### src/adc_ctl_pkg.sv
// Constants and carrier types for the converter control block.
// Assumes an 8-bit register set on a 32-bit classic Wishbone bus.
`default_nettype none
package adc_ctl_pkg;
    // Register word indices; byte address is four times the index
    localparam logic [3:0] CFG_IDX  = 4'h0;
    localparam logic [3:0] TCS_IDX  = 4'h1;
    localparam logic [3:0] CCC_IDX  = 4'h2;
    localparam logic [3:0] RESH_IDX = 4'h3;
    localparam logic [3:0] RESL_IDX = 4'h4;
    localparam logic [3:0] CMPH_IDX = 4'h5;
    localparam logic [3:0] CMPL_IDX = 4'h6;
    localparam logic [3:0] PIN1_IDX = 4'h7;
    localparam logic [3:0] PIN2_IDX = 4'h8;
    // converter_config fields
    localparam int LPWR_BIT = 7;
    localparam int DIV_LSB  = 5;
    localparam int LSMP_BIT = 4;
    localparam int MODE_LSB = 2;
    localparam int ICLK_LSB = 0;
    // trigger_compare_status fields
    localparam int ACT_BIT  = 7;
    localparam int TRG_BIT  = 6;
    localparam int CMPE_BIT = 5;
    localparam int CMPG_BIT = 4;
    // channel_complete_control fields
    localparam int DONE_BIT = 7;
    localparam int IEN_BIT  = 6;
    localparam int CONT_BIT = 5;
    localparam int CH_LSB   = 0;
    // Reset values
    localparam logic [7:0] REG_RST  = 8'h00;
    localparam logic [7:0] CCC_RST  = 8'h1F;
    // Encodings
    localparam logic [1:0] MODE_10BIT = 2'b10;
    localparam logic [4:0] CHAN_OFF   = 5'h1F;
    // Sample window in half conversion-clock cycles, and whole ticks
    localparam int SHORT_HALVES = 7;
    localparam int LONG_HALVES  = 47;
    localparam logic [4:0] SHORT_TICKS = 5'((SHORT_HALVES + 1) / 2);
    localparam logic [4:0] LONG_TICKS  = 5'((LONG_HALVES + 1) / 2);
    // Bus cycles for the comparator path to settle after a trial step
    localparam logic [2:0] SETTLE_CYC = 3'h5;
    // Wishbone request carrier
    typedef struct packed {
        logic        cyc;
        logic        stb;
        logic        we;
        logic [3:0]  sel;
        logic [7:0]  adr;
        logic [31:0] dat;
    } wb_req_t;
    // Converter sequence states
    typedef enum logic [1:0] {ST_IDLE, ST_SAMPLE, ST_CONVERT, ST_FINISH} conv_state_t;
endpackage : adc_ctl_pkg
`default_nettype wire

### src/adc_control.sv
// Converter control: registers, conversion clock, sequencing, SAR, compare.
// Assumes an analog comparator (input >= trial code) and a pin mux outside.
// Functional notes
// - config bit 7 selects low power
// - config bits 6:5 divide; 00 is one
// - config bit 4 selects long sample
// - config bits 3:2 resolution; 10 is 10-bit
// - config bits 1:0 clock source; 00 bus
// - status bits: active, trigger, compare, direction
// - status bits 3:0 always read zero
// - control bit 7 set at conversion end
// - control bit 6 enables completion interrupt
// - bit 5 continuous, else one per trigger
// - control bits 4:0 pick input channel
// - high-then-low read blocks result overwrite
// - compare pair holds value for comparison
// - pin control bit disables pin digital I/O
// - set bit: output high impedance, pullup off
// - conversions allowed without pin bit set
// - inputs beyond references saturate to limits
// - sample window 3.5 or 23.5 clocks; rounded up to 4 or 24 here
// - control write aborts, restarts unless channel off or hardware-triggered
// - interrupt when flag set and enabled
// - other mode writes abort, result kept
`timescale 1ns/10ps
`default_nettype none
module adc_control
    import adc_ctl_pkg::*;
#(
    parameter int RES_W = 10            // Widest result
) (
    // Clock and reset
    input  wire logic              mclk_i,
    input  wire logic              resetn_i,
    // Wishbone slave
    input  wire wb_req_t           wb_req_i,
    output logic [31:0]            wb_dat_o,
    output logic                   wb_ack_o,
    // Clock sources and trigger, same domain
    input  wire logic              alt_ck_en_i,
    input  wire logic              async_ck_en_i,
    input  wire logic              hw_trig_i,
    // Analog front end
    input  wire logic              cmp_i,
    output logic [RES_W-1:0]       dac_code_o,
    output logic                   sample_o,
    output logic [4:0]             channel_o,
    output logic                   low_power_o,
    // Pin control and interrupt
    output logic [15:0]            pin_analog_o,
    output logic                   irq_o
);
    // Registers
    logic [7:0]       cfg_q;          // converter_config
    logic [4:0]       tcs_q;          // trigger_compare_status bits 6:4 kept
    logic [7:0]       ccc_q;          // channel_complete_control, bit 7 unused
    logic             done_q;         // Completion flag
    logic [RES_W-1:0] res_q;          // Result pair
    logic [RES_W-1:0] cmpv_q;         // Compare pair
    logic [7:0]       pin1_q;
    logic [7:0]       pin2_q;
    logic             lock_q;         // Result blocked after high read
    // Bus decode
    logic       acc;
    logic       wr;
    logic       rd;
    logic [3:0] idx;
    logic [7:0] wd;
    assign acc = wb_req_i.cyc & wb_req_i.stb & ~wb_ack_o;
    assign idx = wb_req_i.adr[5:2];
    assign wd  = wb_req_i.dat[7:0];
    assign wr  = acc & wb_req_i.we & wb_req_i.sel[0] & (wb_req_i.adr[7:6] == 2'b00);
    assign rd  = acc & ~wb_req_i.we & (wb_req_i.adr[7:6] == 2'b00);
    logic wr_ccc;
    logic wr_mode;
    logic rd_high;
    logic rd_low;
    assign wr_ccc  = wr & (idx == CCC_IDX);
    // Any mode change invalidates the running conversion
    assign wr_mode = wr & (idx == CFG_IDX || idx == TCS_IDX ||
                           idx == CMPH_IDX || idx == CMPL_IDX);
    assign rd_high = rd & (idx == RESH_IDX);
    assign rd_low  = rd & (idx == RESL_IDX);
    // Sequencer state
    conv_state_t      st_q;
    logic [4:0]       smp_q;          // Sample tick count
    logic [2:0]       stl_q;          // Settle count
    logic [3:0]       bit_q;          // Bit under trial
    logic [RES_W-1:0] code_q;         // Trial code
    logic             fin_ok;         // Finished result may be kept
    logic [RES_W:0]   diff;           // Result minus compare, with borrow
    logic             cond;
    // Classic single-cycle ack; unmapped addresses still answer
    always_ff @(posedge mclk_i or negedge resetn_i) begin
        if (!resetn_i) begin
            wb_ack_o <= 1'b0;
        end else begin
            wb_ack_o <= acc;
        end
    end
    // Read data captured with the ack
    always_ff @(posedge mclk_i or negedge resetn_i) begin
        if (!resetn_i) begin
            wb_dat_o <= 32'h0000_0000;
        end else if (rd) begin
            wb_dat_o <= 32'h0000_0000;
            unique case (idx)
                CFG_IDX:  wb_dat_o[7:0] <= cfg_q;
                // Reserved bits read zero
                TCS_IDX:  wb_dat_o[7:0] <= {st_q != ST_IDLE, tcs_q[2:0], 4'h0};
                CCC_IDX:  wb_dat_o[7:0] <= {done_q, ccc_q[6:0]};
                RESH_IDX: wb_dat_o[7:0] <= {6'h00, res_q[9:8]};
                RESL_IDX: wb_dat_o[7:0] <= res_q[7:0];
                CMPH_IDX: wb_dat_o[7:0] <= {6'h00, cmpv_q[9:8]};
                CMPL_IDX: wb_dat_o[7:0] <= cmpv_q[7:0];
                PIN1_IDX: wb_dat_o[7:0] <= pin1_q;
                PIN2_IDX: wb_dat_o[7:0] <= pin2_q;
                default:  wb_dat_o[7:0] <= 8'h00;
            endcase
        end
    end
    // Software-written configuration
    always_ff @(posedge mclk_i or negedge resetn_i) begin
        if (!resetn_i) begin
            cfg_q  <= REG_RST;
            tcs_q  <= REG_RST[4:0];
            ccc_q  <= CCC_RST;
            cmpv_q <= '0;
            pin1_q <= REG_RST;
            pin2_q <= REG_RST;
        end else if (wr) begin
            unique case (idx)
                CFG_IDX:  cfg_q  <= wd;
                // Low status bits are reserved and dropped
                TCS_IDX:  tcs_q  <= {2'b00, wd[6:4]};
                CCC_IDX:  ccc_q  <= {1'b0, wd[6:0]};
                CMPH_IDX: cmpv_q[9:8] <= wd[1:0];
                CMPL_IDX: cmpv_q[7:0] <= wd;
                PIN1_IDX: pin1_q <= wd;
                PIN2_IDX: pin2_q <= wd;
                default:  cfg_q  <= cfg_q;
            endcase
        end
    end
    // Pin buffers off and pullups off per set bit; no gating of conversion
    always_ff @(posedge mclk_i or negedge resetn_i) begin
        if (!resetn_i) begin
            pin_analog_o <= 16'h0000;
        end else begin
            pin_analog_o <= {pin2_q, pin1_q};
        end
    end
    // Conversion clock: source select then divide by 1, 2, 4 or 8
    logic       src_en;
    logic       half_q;               // Bus clock divided by two
    logic [2:0] div_q;
    logic       ck_en;
    logic       start;                // Hardware trigger accepted
    always_comb begin
        unique case (cfg_q[ICLK_LSB +: 2])
            2'b00:   src_en = 1'b1;
            2'b01:   src_en = half_q;
            2'b10:   src_en = alt_ck_en_i;
            default: src_en = async_ck_en_i;
        endcase
    end
    // Divider restarts on a mode write so a new ratio takes effect cleanly,
    // and on a control write or a hardware start from idle, not on a continuous repeat, so the sample window spans whole conversion ticks
    always_ff @(posedge mclk_i or negedge resetn_i) begin
        if (!resetn_i) begin
            half_q <= 1'b0;
            div_q  <= 3'h0;
        end else begin
            half_q <= ~half_q;
            if (wr_mode || wr_ccc || (st_q == ST_IDLE && start)) begin
                div_q <= 3'h0;
            end else if (src_en) begin
                div_q <= div_q + 3'h1;
            end
        end
    end
    // Ratio is two to the field value; code 00 passes every source pulse
    always_comb begin
        unique case (cfg_q[DIV_LSB +: 2])
            2'b00:   ck_en = src_en;
            2'b01:   ck_en = src_en & div_q[0];
            2'b10:   ck_en = src_en & (&div_q[1:0]);
            default: ck_en = src_en & (&div_q);
        endcase
    end
    // Low power lowers the permitted conversion clock; flag goes to analog
    always_ff @(posedge mclk_i or negedge resetn_i) begin
        if (!resetn_i) begin
            low_power_o <= 1'b0;
        end else begin
            low_power_o <= cfg_q[LPWR_BIT];
        end
    end
    // Comparator synchroniser; a change counts when stages two and three agree
    logic cs1_q;
    logic cs2_q;
    logic cs3_q;
    logic cmp_f_q;
    always_ff @(posedge mclk_i or negedge resetn_i) begin
        if (!resetn_i) begin
            cs1_q   <= 1'b0;
            cs2_q   <= 1'b0;
            cs3_q   <= 1'b0;
            cmp_f_q <= 1'b0;
        end else begin
            cs1_q <= cmp_i;
            cs2_q <= cs1_q;
            cs3_q <= cs2_q;
            if (cs2_q == cs3_q) begin
                cmp_f_q <= cs3_q;
            end
        end
    end
    // Compare against the stored value
    logic       ten_bit;
    logic [4:0] smp_len;
    assign ten_bit = (cfg_q[MODE_LSB +: 2] == MODE_10BIT);
    assign smp_len = cfg_q[LSMP_BIT] ? LONG_TICKS : SHORT_TICKS;
    assign diff    = {1'b0, code_q} - {1'b0, cmpv_q};
    assign cond    = tcs_q[CMPG_BIT - 4] ? ~diff[RES_W] : diff[RES_W];
    // Blocked result or failed compare discards the conversion
    assign fin_ok  = ~lock_q & (~tcs_q[CMPE_BIT - 4] | cond);
    // Hardware trigger only while idle and hardware-triggered
    assign start   = tcs_q[TRG_BIT - 4] & hw_trig_i & (ccc_q[4:0] != CHAN_OFF);
    // Sequencer; control and mode writes take priority over the state steps
    always_ff @(posedge mclk_i or negedge resetn_i) begin
        if (!resetn_i) begin
            st_q <= ST_IDLE;
        end else if (wr_ccc) begin
            // Restart from software trigger unless the channel is off
            st_q <= (wd[4:0] != CHAN_OFF && !tcs_q[TRG_BIT - 4]) ? ST_SAMPLE : ST_IDLE;
        end else if (wr_mode) begin
            st_q <= ST_IDLE;
        end else begin
            unique case (st_q)
                ST_IDLE:    if (start) st_q <= ST_SAMPLE;
                ST_SAMPLE:  if (ck_en && smp_q == smp_len - 5'd1) st_q <= ST_CONVERT;
                ST_CONVERT: if (ck_en && stl_q == 3'h0 && bit_q == 4'h0) st_q <= ST_FINISH;
                // Continuous keeps cycling, single stops after one
                ST_FINISH:  st_q <= ccc_q[CONT_BIT] ? ST_SAMPLE : ST_IDLE;
            endcase
        end
    end
    // Sample window and successive approximation datapath
    always_ff @(posedge mclk_i or negedge resetn_i) begin
        if (!resetn_i) begin
            smp_q  <= 5'h00;
            stl_q  <= 3'h0;
            bit_q  <= 4'h0;
            code_q <= '0;
        end else if (st_q == ST_SAMPLE) begin
            if (wr_ccc || wr_mode) begin
                smp_q <= 5'h00;
            end else if (ck_en) begin
                smp_q <= smp_q + 5'h01;
            end
            // Load the top trial bit for the selected resolution
            bit_q  <= ten_bit ? 4'd9 : 4'd7;
            code_q <= ten_bit ? 10'h200 : 10'h080;
            stl_q  <= SETTLE_CYC;
        end else if (st_q == ST_CONVERT) begin
            smp_q <= 5'h00;
            if (stl_q != 3'h0) begin
                stl_q <= stl_q - 3'h1;
            end else if (ck_en) begin
                // Keep the bit only when input is at or above the trial;
                // beyond either reference the code runs to all ones or zero
                code_q[bit_q] <= cmp_f_q;
                if (bit_q != 4'h0) begin
                    code_q[bit_q - 4'h1] <= 1'b1;
                    bit_q <= bit_q - 4'h1;
                end
                stl_q <= SETTLE_CYC;
            end
        end else begin
            smp_q <= 5'h00;
        end
    end
    // Result transfer and read-order lock
    always_ff @(posedge mclk_i or negedge resetn_i) begin
        if (!resetn_i) begin
            res_q  <= '0;
            lock_q <= 1'b0;
        end else begin
            // A finish cut by a write in the same cycle is not a success
            if (st_q == ST_FINISH && fin_ok && !wr_ccc && !wr_mode) begin
                res_q <= tcs_q[CMPE_BIT - 4] ? diff[RES_W-1:0] : code_q;
            end
            // Aborts leave the last good result untouched
            if (rd_high) begin
                lock_q <= 1'b1;
            end else if (rd_low) begin
                lock_q <= 1'b0;
            end
        end
    end
    // Completion flag; a set in the same cycle as a clear wins
    always_ff @(posedge mclk_i or negedge resetn_i) begin
        if (!resetn_i) begin
            done_q <= 1'b0;
        end else if (st_q == ST_FINISH && fin_ok && !wr_ccc && !wr_mode) begin
            done_q <= 1'b1;
        end else if (wr_ccc || rd_low) begin
            done_q <= 1'b0;
        end
    end
    // Interrupt and analog-facing outputs
    always_ff @(posedge mclk_i or negedge resetn_i) begin
        if (!resetn_i) begin
            irq_o      <= 1'b0;
            sample_o   <= 1'b0;
            dac_code_o <= '0;
            channel_o  <= CCC_RST[4:0];
        end else begin
            irq_o      <= done_q & ccc_q[IEN_BIT];
            sample_o   <= (st_q == ST_SAMPLE);
            dac_code_o <= code_q;
            channel_o  <= ccc_q[4:0];
        end
    end
endmodule : adc_control
`default_nettype wire

### config.mk
export PLATFORM = sky130hd
export DESIGN_NAME = adc_control
export DESIGN_NICKNAME = d
export VERILOG_FILES = /design/src/adc_ctl_pkg.sv /design/src/adc_control.sv
export SDC_FILE = /design/constraint.sdc
export NUM_CORES = 1
export LEC_CHECK = 0
export BUFFER_PORTS_ARGS = -buffer_cell sky130_fd_sc_hd__buf_2
export CORE_ASPECT_RATIO = 1.1
export CORE_MARGIN = 5
export CORE_UTILIZATION = 50
export CTS_BUF_LIST = sky130_fd_sc_hd__clkbuf_8 sky130_fd_sc_hd__clkbuf_16
export DETAILED_ROUTE_END_ITERATION = 16
export GPL_ROUTABILITY_DRIVEN = 0
export PLACE_DENSITY = 0.72
export SYNTH_ARGS = -nofsm -noshare
export SYNTH_HDL_FRONTEND = slang
export SYNTH_SLANG_ARGS = --single-unit
### constraint.sdc
create_clock -name mclk_i -period 3.65 [get_ports mclk_i]
set_input_delay 0.1825 -clock mclk_i [delete_from_list [all_inputs] [get_ports mclk_i]]
set_output_delay 0.1825 -clock mclk_i [all_outputs]
set_load 0.02 [all_outputs]
==> flow_summary.toml <==
[route]
mean_routed_wirelength_per_cell_um = 17.4
avgViaCountPerCell = 5.57
drc = 0
dr.pass1.iters = 5
ant_nets = 0
drt_iter0_markers = 373
detail_route.wirelength_mm = 15.5
vias = 4941

[outcome]
status = "finished, final reports clean"

[synthesis]
async_reset_ff_share_pct = 100
synth.cells.most_frequent = "sky130_fd_sc_hd__dfrtp_1 (121), sky130_fd_sc_hd__mux2_2 (52), sky130_fd_sc_hd__nand2_1 (44)"
synth.top_cells.by_area = "sky130_fd_sc_hd__dfrtp_1 (44%), sky130_fd_sc_hd__mux2_2 (8.5%), sky130_fd_sc_hd__ha_1 (5.3%), sky130_fd_sc_hd__dfstp_2 (3.8%), sky130_fd_sc_hd__mux2i_1 (3.3%)"
yosysTopAreaCell = "sky130_fd_sc_hd__dfrtp_1"
netlist_area_um2 = 6880
post_synth_num_cell_types = 71
yosysMostFrequentCell = "sky130_fd_sc_hd__dfrtp_1"
synth-edff-count = 0
seq_area_frac_synth_pct = 47.8
total_of_warnings_raised_by_yosys = 0
ys_dominant_reg_cell = "sky130_fd_sc_hd__dfrtp_1"
synth_seq_cells = 131
synth.avg_cell_area_um2 = 11.1
post_synth_inst_count = 622
synth.top_cell.area_share_pct = 44.0

[pwr]
cellPowerDensity_nw_per_um2 = 615
p_sw_share_pct = 34.9
power.share.sequential_pct = 37.6
total_leakage_power_nw = 3.76
power.switching_mw = 1.68
power.share.clock_pct = 33.4
power.share.combinational_pct = 29.0
vdd.ir_drop.worst_mv = 0.388
internal_power_mw = 3.14

[cts]
clk_pin_slew_worst_paths_ps = 60
worstSkewPairLatency_ps = 420
h-tree-depth = 4
clock_tree_from_tritoncts = "done"
cts_buffer_depth = 2
tritoncts_num_sinks = 131
cts.root.buffer_cell = "sky130_fd_sc_hd__clkbuf_16"
cts_buffers = 17
cts_resized = 0

[final_layout]
nNetsFinal = 769
layout.area.seq_um2 = 3290
area.growth.synth_to_final_pct = 14.0
multi_input_comb_area_um2 = 3250
final_cell_area_um2 = 7840
antenna_cells_inserted = 0
post_route_cells_drive_above_1_share_pct = 26.8
fillers = 1188

[timing]
fin_skew_ps = 6.00
timing.final.crit_share_pct = 78.0
finalMaxSlewViolations = 0
finalHoldViolCount = 0
clock_period_minus_final_worst_setup_slack_ps = 2850
timing.fmax_ghz = 0.351
setup_viol = 0
worst_setup_slack_after_layout_ps = 805
relSlewSlack_pct = 30.1
tightestPinTransition_ps = 1050
rsz0062_at_grt = "false"
final.setup.tns_ps = 0

[flow_run]
drv_cap = 0

[die]
rows = 45
die_height_um = 133
io_pins = 120
fp.dieArea_um2 = 16200
core_um2 = 13600
die_width_um = 122
start_util_pct = 50.5

[setup_path]
cp_slowest_stage_delay_ps = 440
worst_path_required_ps = 3960
timing_worst_setup_path_type = "flip-flop to flip-flop"
cpMaxStageDelayCell = "sky130_fd_sc_hd__fa_1"
cp_common_cell = "sky130_fd_sc_hd__inv_1"
r2r_setup_slack_ps = 800
timing.critical_path.cells = "inv_1 -> ha_1 -> inv_1 -> fa_1 -> a211oi_2 -> o21bai_1 -> a21oi_1 -> o2111ai_1 -> nand3_2 -> mux2_2"
worstPathArrival_ps = 3150
start_kind = "flip-flop"
worst_setup_path_end_kind = "flip-flop"
critical_path.max_fanout = 11

[global_route]
grt_use_met3_pct = 4.62
use_met1_pct = 25.1
globalRouteOverflowTotal = 0
top_usage_layer = "met2"
grt_usage_pct = 19.9
pin_count_of_the_biggest_net_entering_global_routing = 86
grt_first_pass_wirelength_mm = 25.3
grt_pass1_vias = 4987
antenna_found_initial = 0
use_met2_pct = 33.4

[placement]
placement.cell_area_um2 = 7260
detailedPlacementHpwl_mm = 11.3
numPortBuffers = 66
worst_setup_slack_post_dpl_ps = 815

[hold_path]
timing.hold.worst.class = "input pin to flip-flop"
-- registers in the layout, indices dropped and copies added (netlist names), 2 cells and up --
signal        count
wb_dat_o          8
st_q              2
tcs_q             3
pin1_q            8
smp_q             5
div_q             3
dac_code_o       10
res_q            10
pin_analog_o     16
channel_o         5
bit_q             4
stl_q             3
cfg_q             8
cmpv_q           10
code_q           10
pin2_q            8
ccc_q             7
-- cell families after synthesis --
logic type | Yosys count | share of synthesized area, %
simple gates | 155 | 11.3
flops | 131 | 47.8
compound gates | 126 | 13.2
mux | 85 | 14.3
buf+inv | 82 | 6.18
fa+ha+maj | 31 | 5.71
xor+xnor | 11 | 1.40
other cells | 1 | 0.0545
-- worst paths after layout --
| kind | cells after the start | start | to |
|---|---|---|---|
| min in group asynchronous | 2 | resetn_i | pin_analog_o[2] |
| max reg2reg | 10 | code_q[0] | res_q[9] |
| max | 10 | code_q[0] | res_q[9] |
| min reg2reg | 0 | cs1_q | cs2_q |
| min | 2 | wb_req_i[7] | pin1_q[7] |
| max in group asynchronous | 3 | resetn_i | channel_o[1] |
-- per-layer routing --
layer	wire length [um]	part of all wire [%]
met5	0	0
met1	6600	43
met2	7820	51
met3	731	4.7
met4	314	2.0
-- cells in the final DEF (no fill, tap or decap), types with 10 or more instances in the layout --
| cell | netlist | routed |
|---|---|---|
| sky130_fd_sc_hd__a21oi_1 | 20 | 20 |
| sky130_fd_sc_hd__a31oi_1 | 13 | 13 |
| sky130_fd_sc_hd__buf_2 | 7 | 65 |
| sky130_fd_sc_hd__clkbuf_16 | 0 | 17 |
| sky130_fd_sc_hd__conb_1 | 1 | 24 |
| sky130_fd_sc_hd__dfrtp_1 | 121 | 121 |
| sky130_fd_sc_hd__dfstp_2 | 10 | 10 |
| sky130_fd_sc_hd__ha_1 | 29 | 29 |
| sky130_fd_sc_hd__inv_1 | 32 | 33 |
| sky130_fd_sc_hd__mux2_2 | 52 | 52 |
| sky130_fd_sc_hd__mux2i_1 | 23 | 23 |
| sky130_fd_sc_hd__nand2_1 | 44 | 44 |
| sky130_fd_sc_hd__nand3_1 | 17 | 17 |
| sky130_fd_sc_hd__nor2_1 | 33 | 33 |
| sky130_fd_sc_hd__nor3_1 | 20 | 20 |
| sky130_fd_sc_hd__o21ai_0 | 26 | 26 |
-- power groups by stage --
| stage | clock, mW | sequential, mW | combinational (mW) |
|---|---|---|---|
| after floorplan | 0 | 1.83 | 1.04 |
| after global placement | 0 | 1.83 | 1.31 |
| after detailed placement | 0 | 1.84 | 1.39 |
| after CTS | 1.64 | 1.81 | 1.40 |
| after global routing | 1.71 | 1.84 | 1.56 |
| final | 1.61 | 1.82 | 1.40 |
-- area by class of cell --
type / count / share of cell area [%]
clock buffer: 19 / 5.77
clock inverter: 13 / 1.44
inverter: 32 / 1.53
multi-input combinational: 432 / 41.4
sequential: 131 / 42.0
tap: 188 / 3.00
timing repair buffer: 72 / 4.88
-- critical path: cells and delay by family, from the launching register on --
family	cells	cell delay (ps)
mux	1	370
simple gates	1	340
compound gates	4	870
fa+ha+maj	2	600
flops	1	410
buf+inv	2	130
-- metrics by stage --
step	utilization, %	power [mW]	hold WS (ps)	instances
3_5_place_dp	53.3	3.22	292	853
5_1_grt	57.6	5.11	56.2	887
4_1_cts	57.6	4.85	48.9	887
2_1_floorplan	-	2.86	-113	645
3_3_place_gp	53.3	3.14	292	853
6_report	57.6	4.83	68.9	887
-- repair_timing --
item	CTS	global route
endpoints found under the hold margin	36	0
hold buffers	2	0
setup buffers	0	0
No activity file was read; power rests on OpenSTA's default activity.
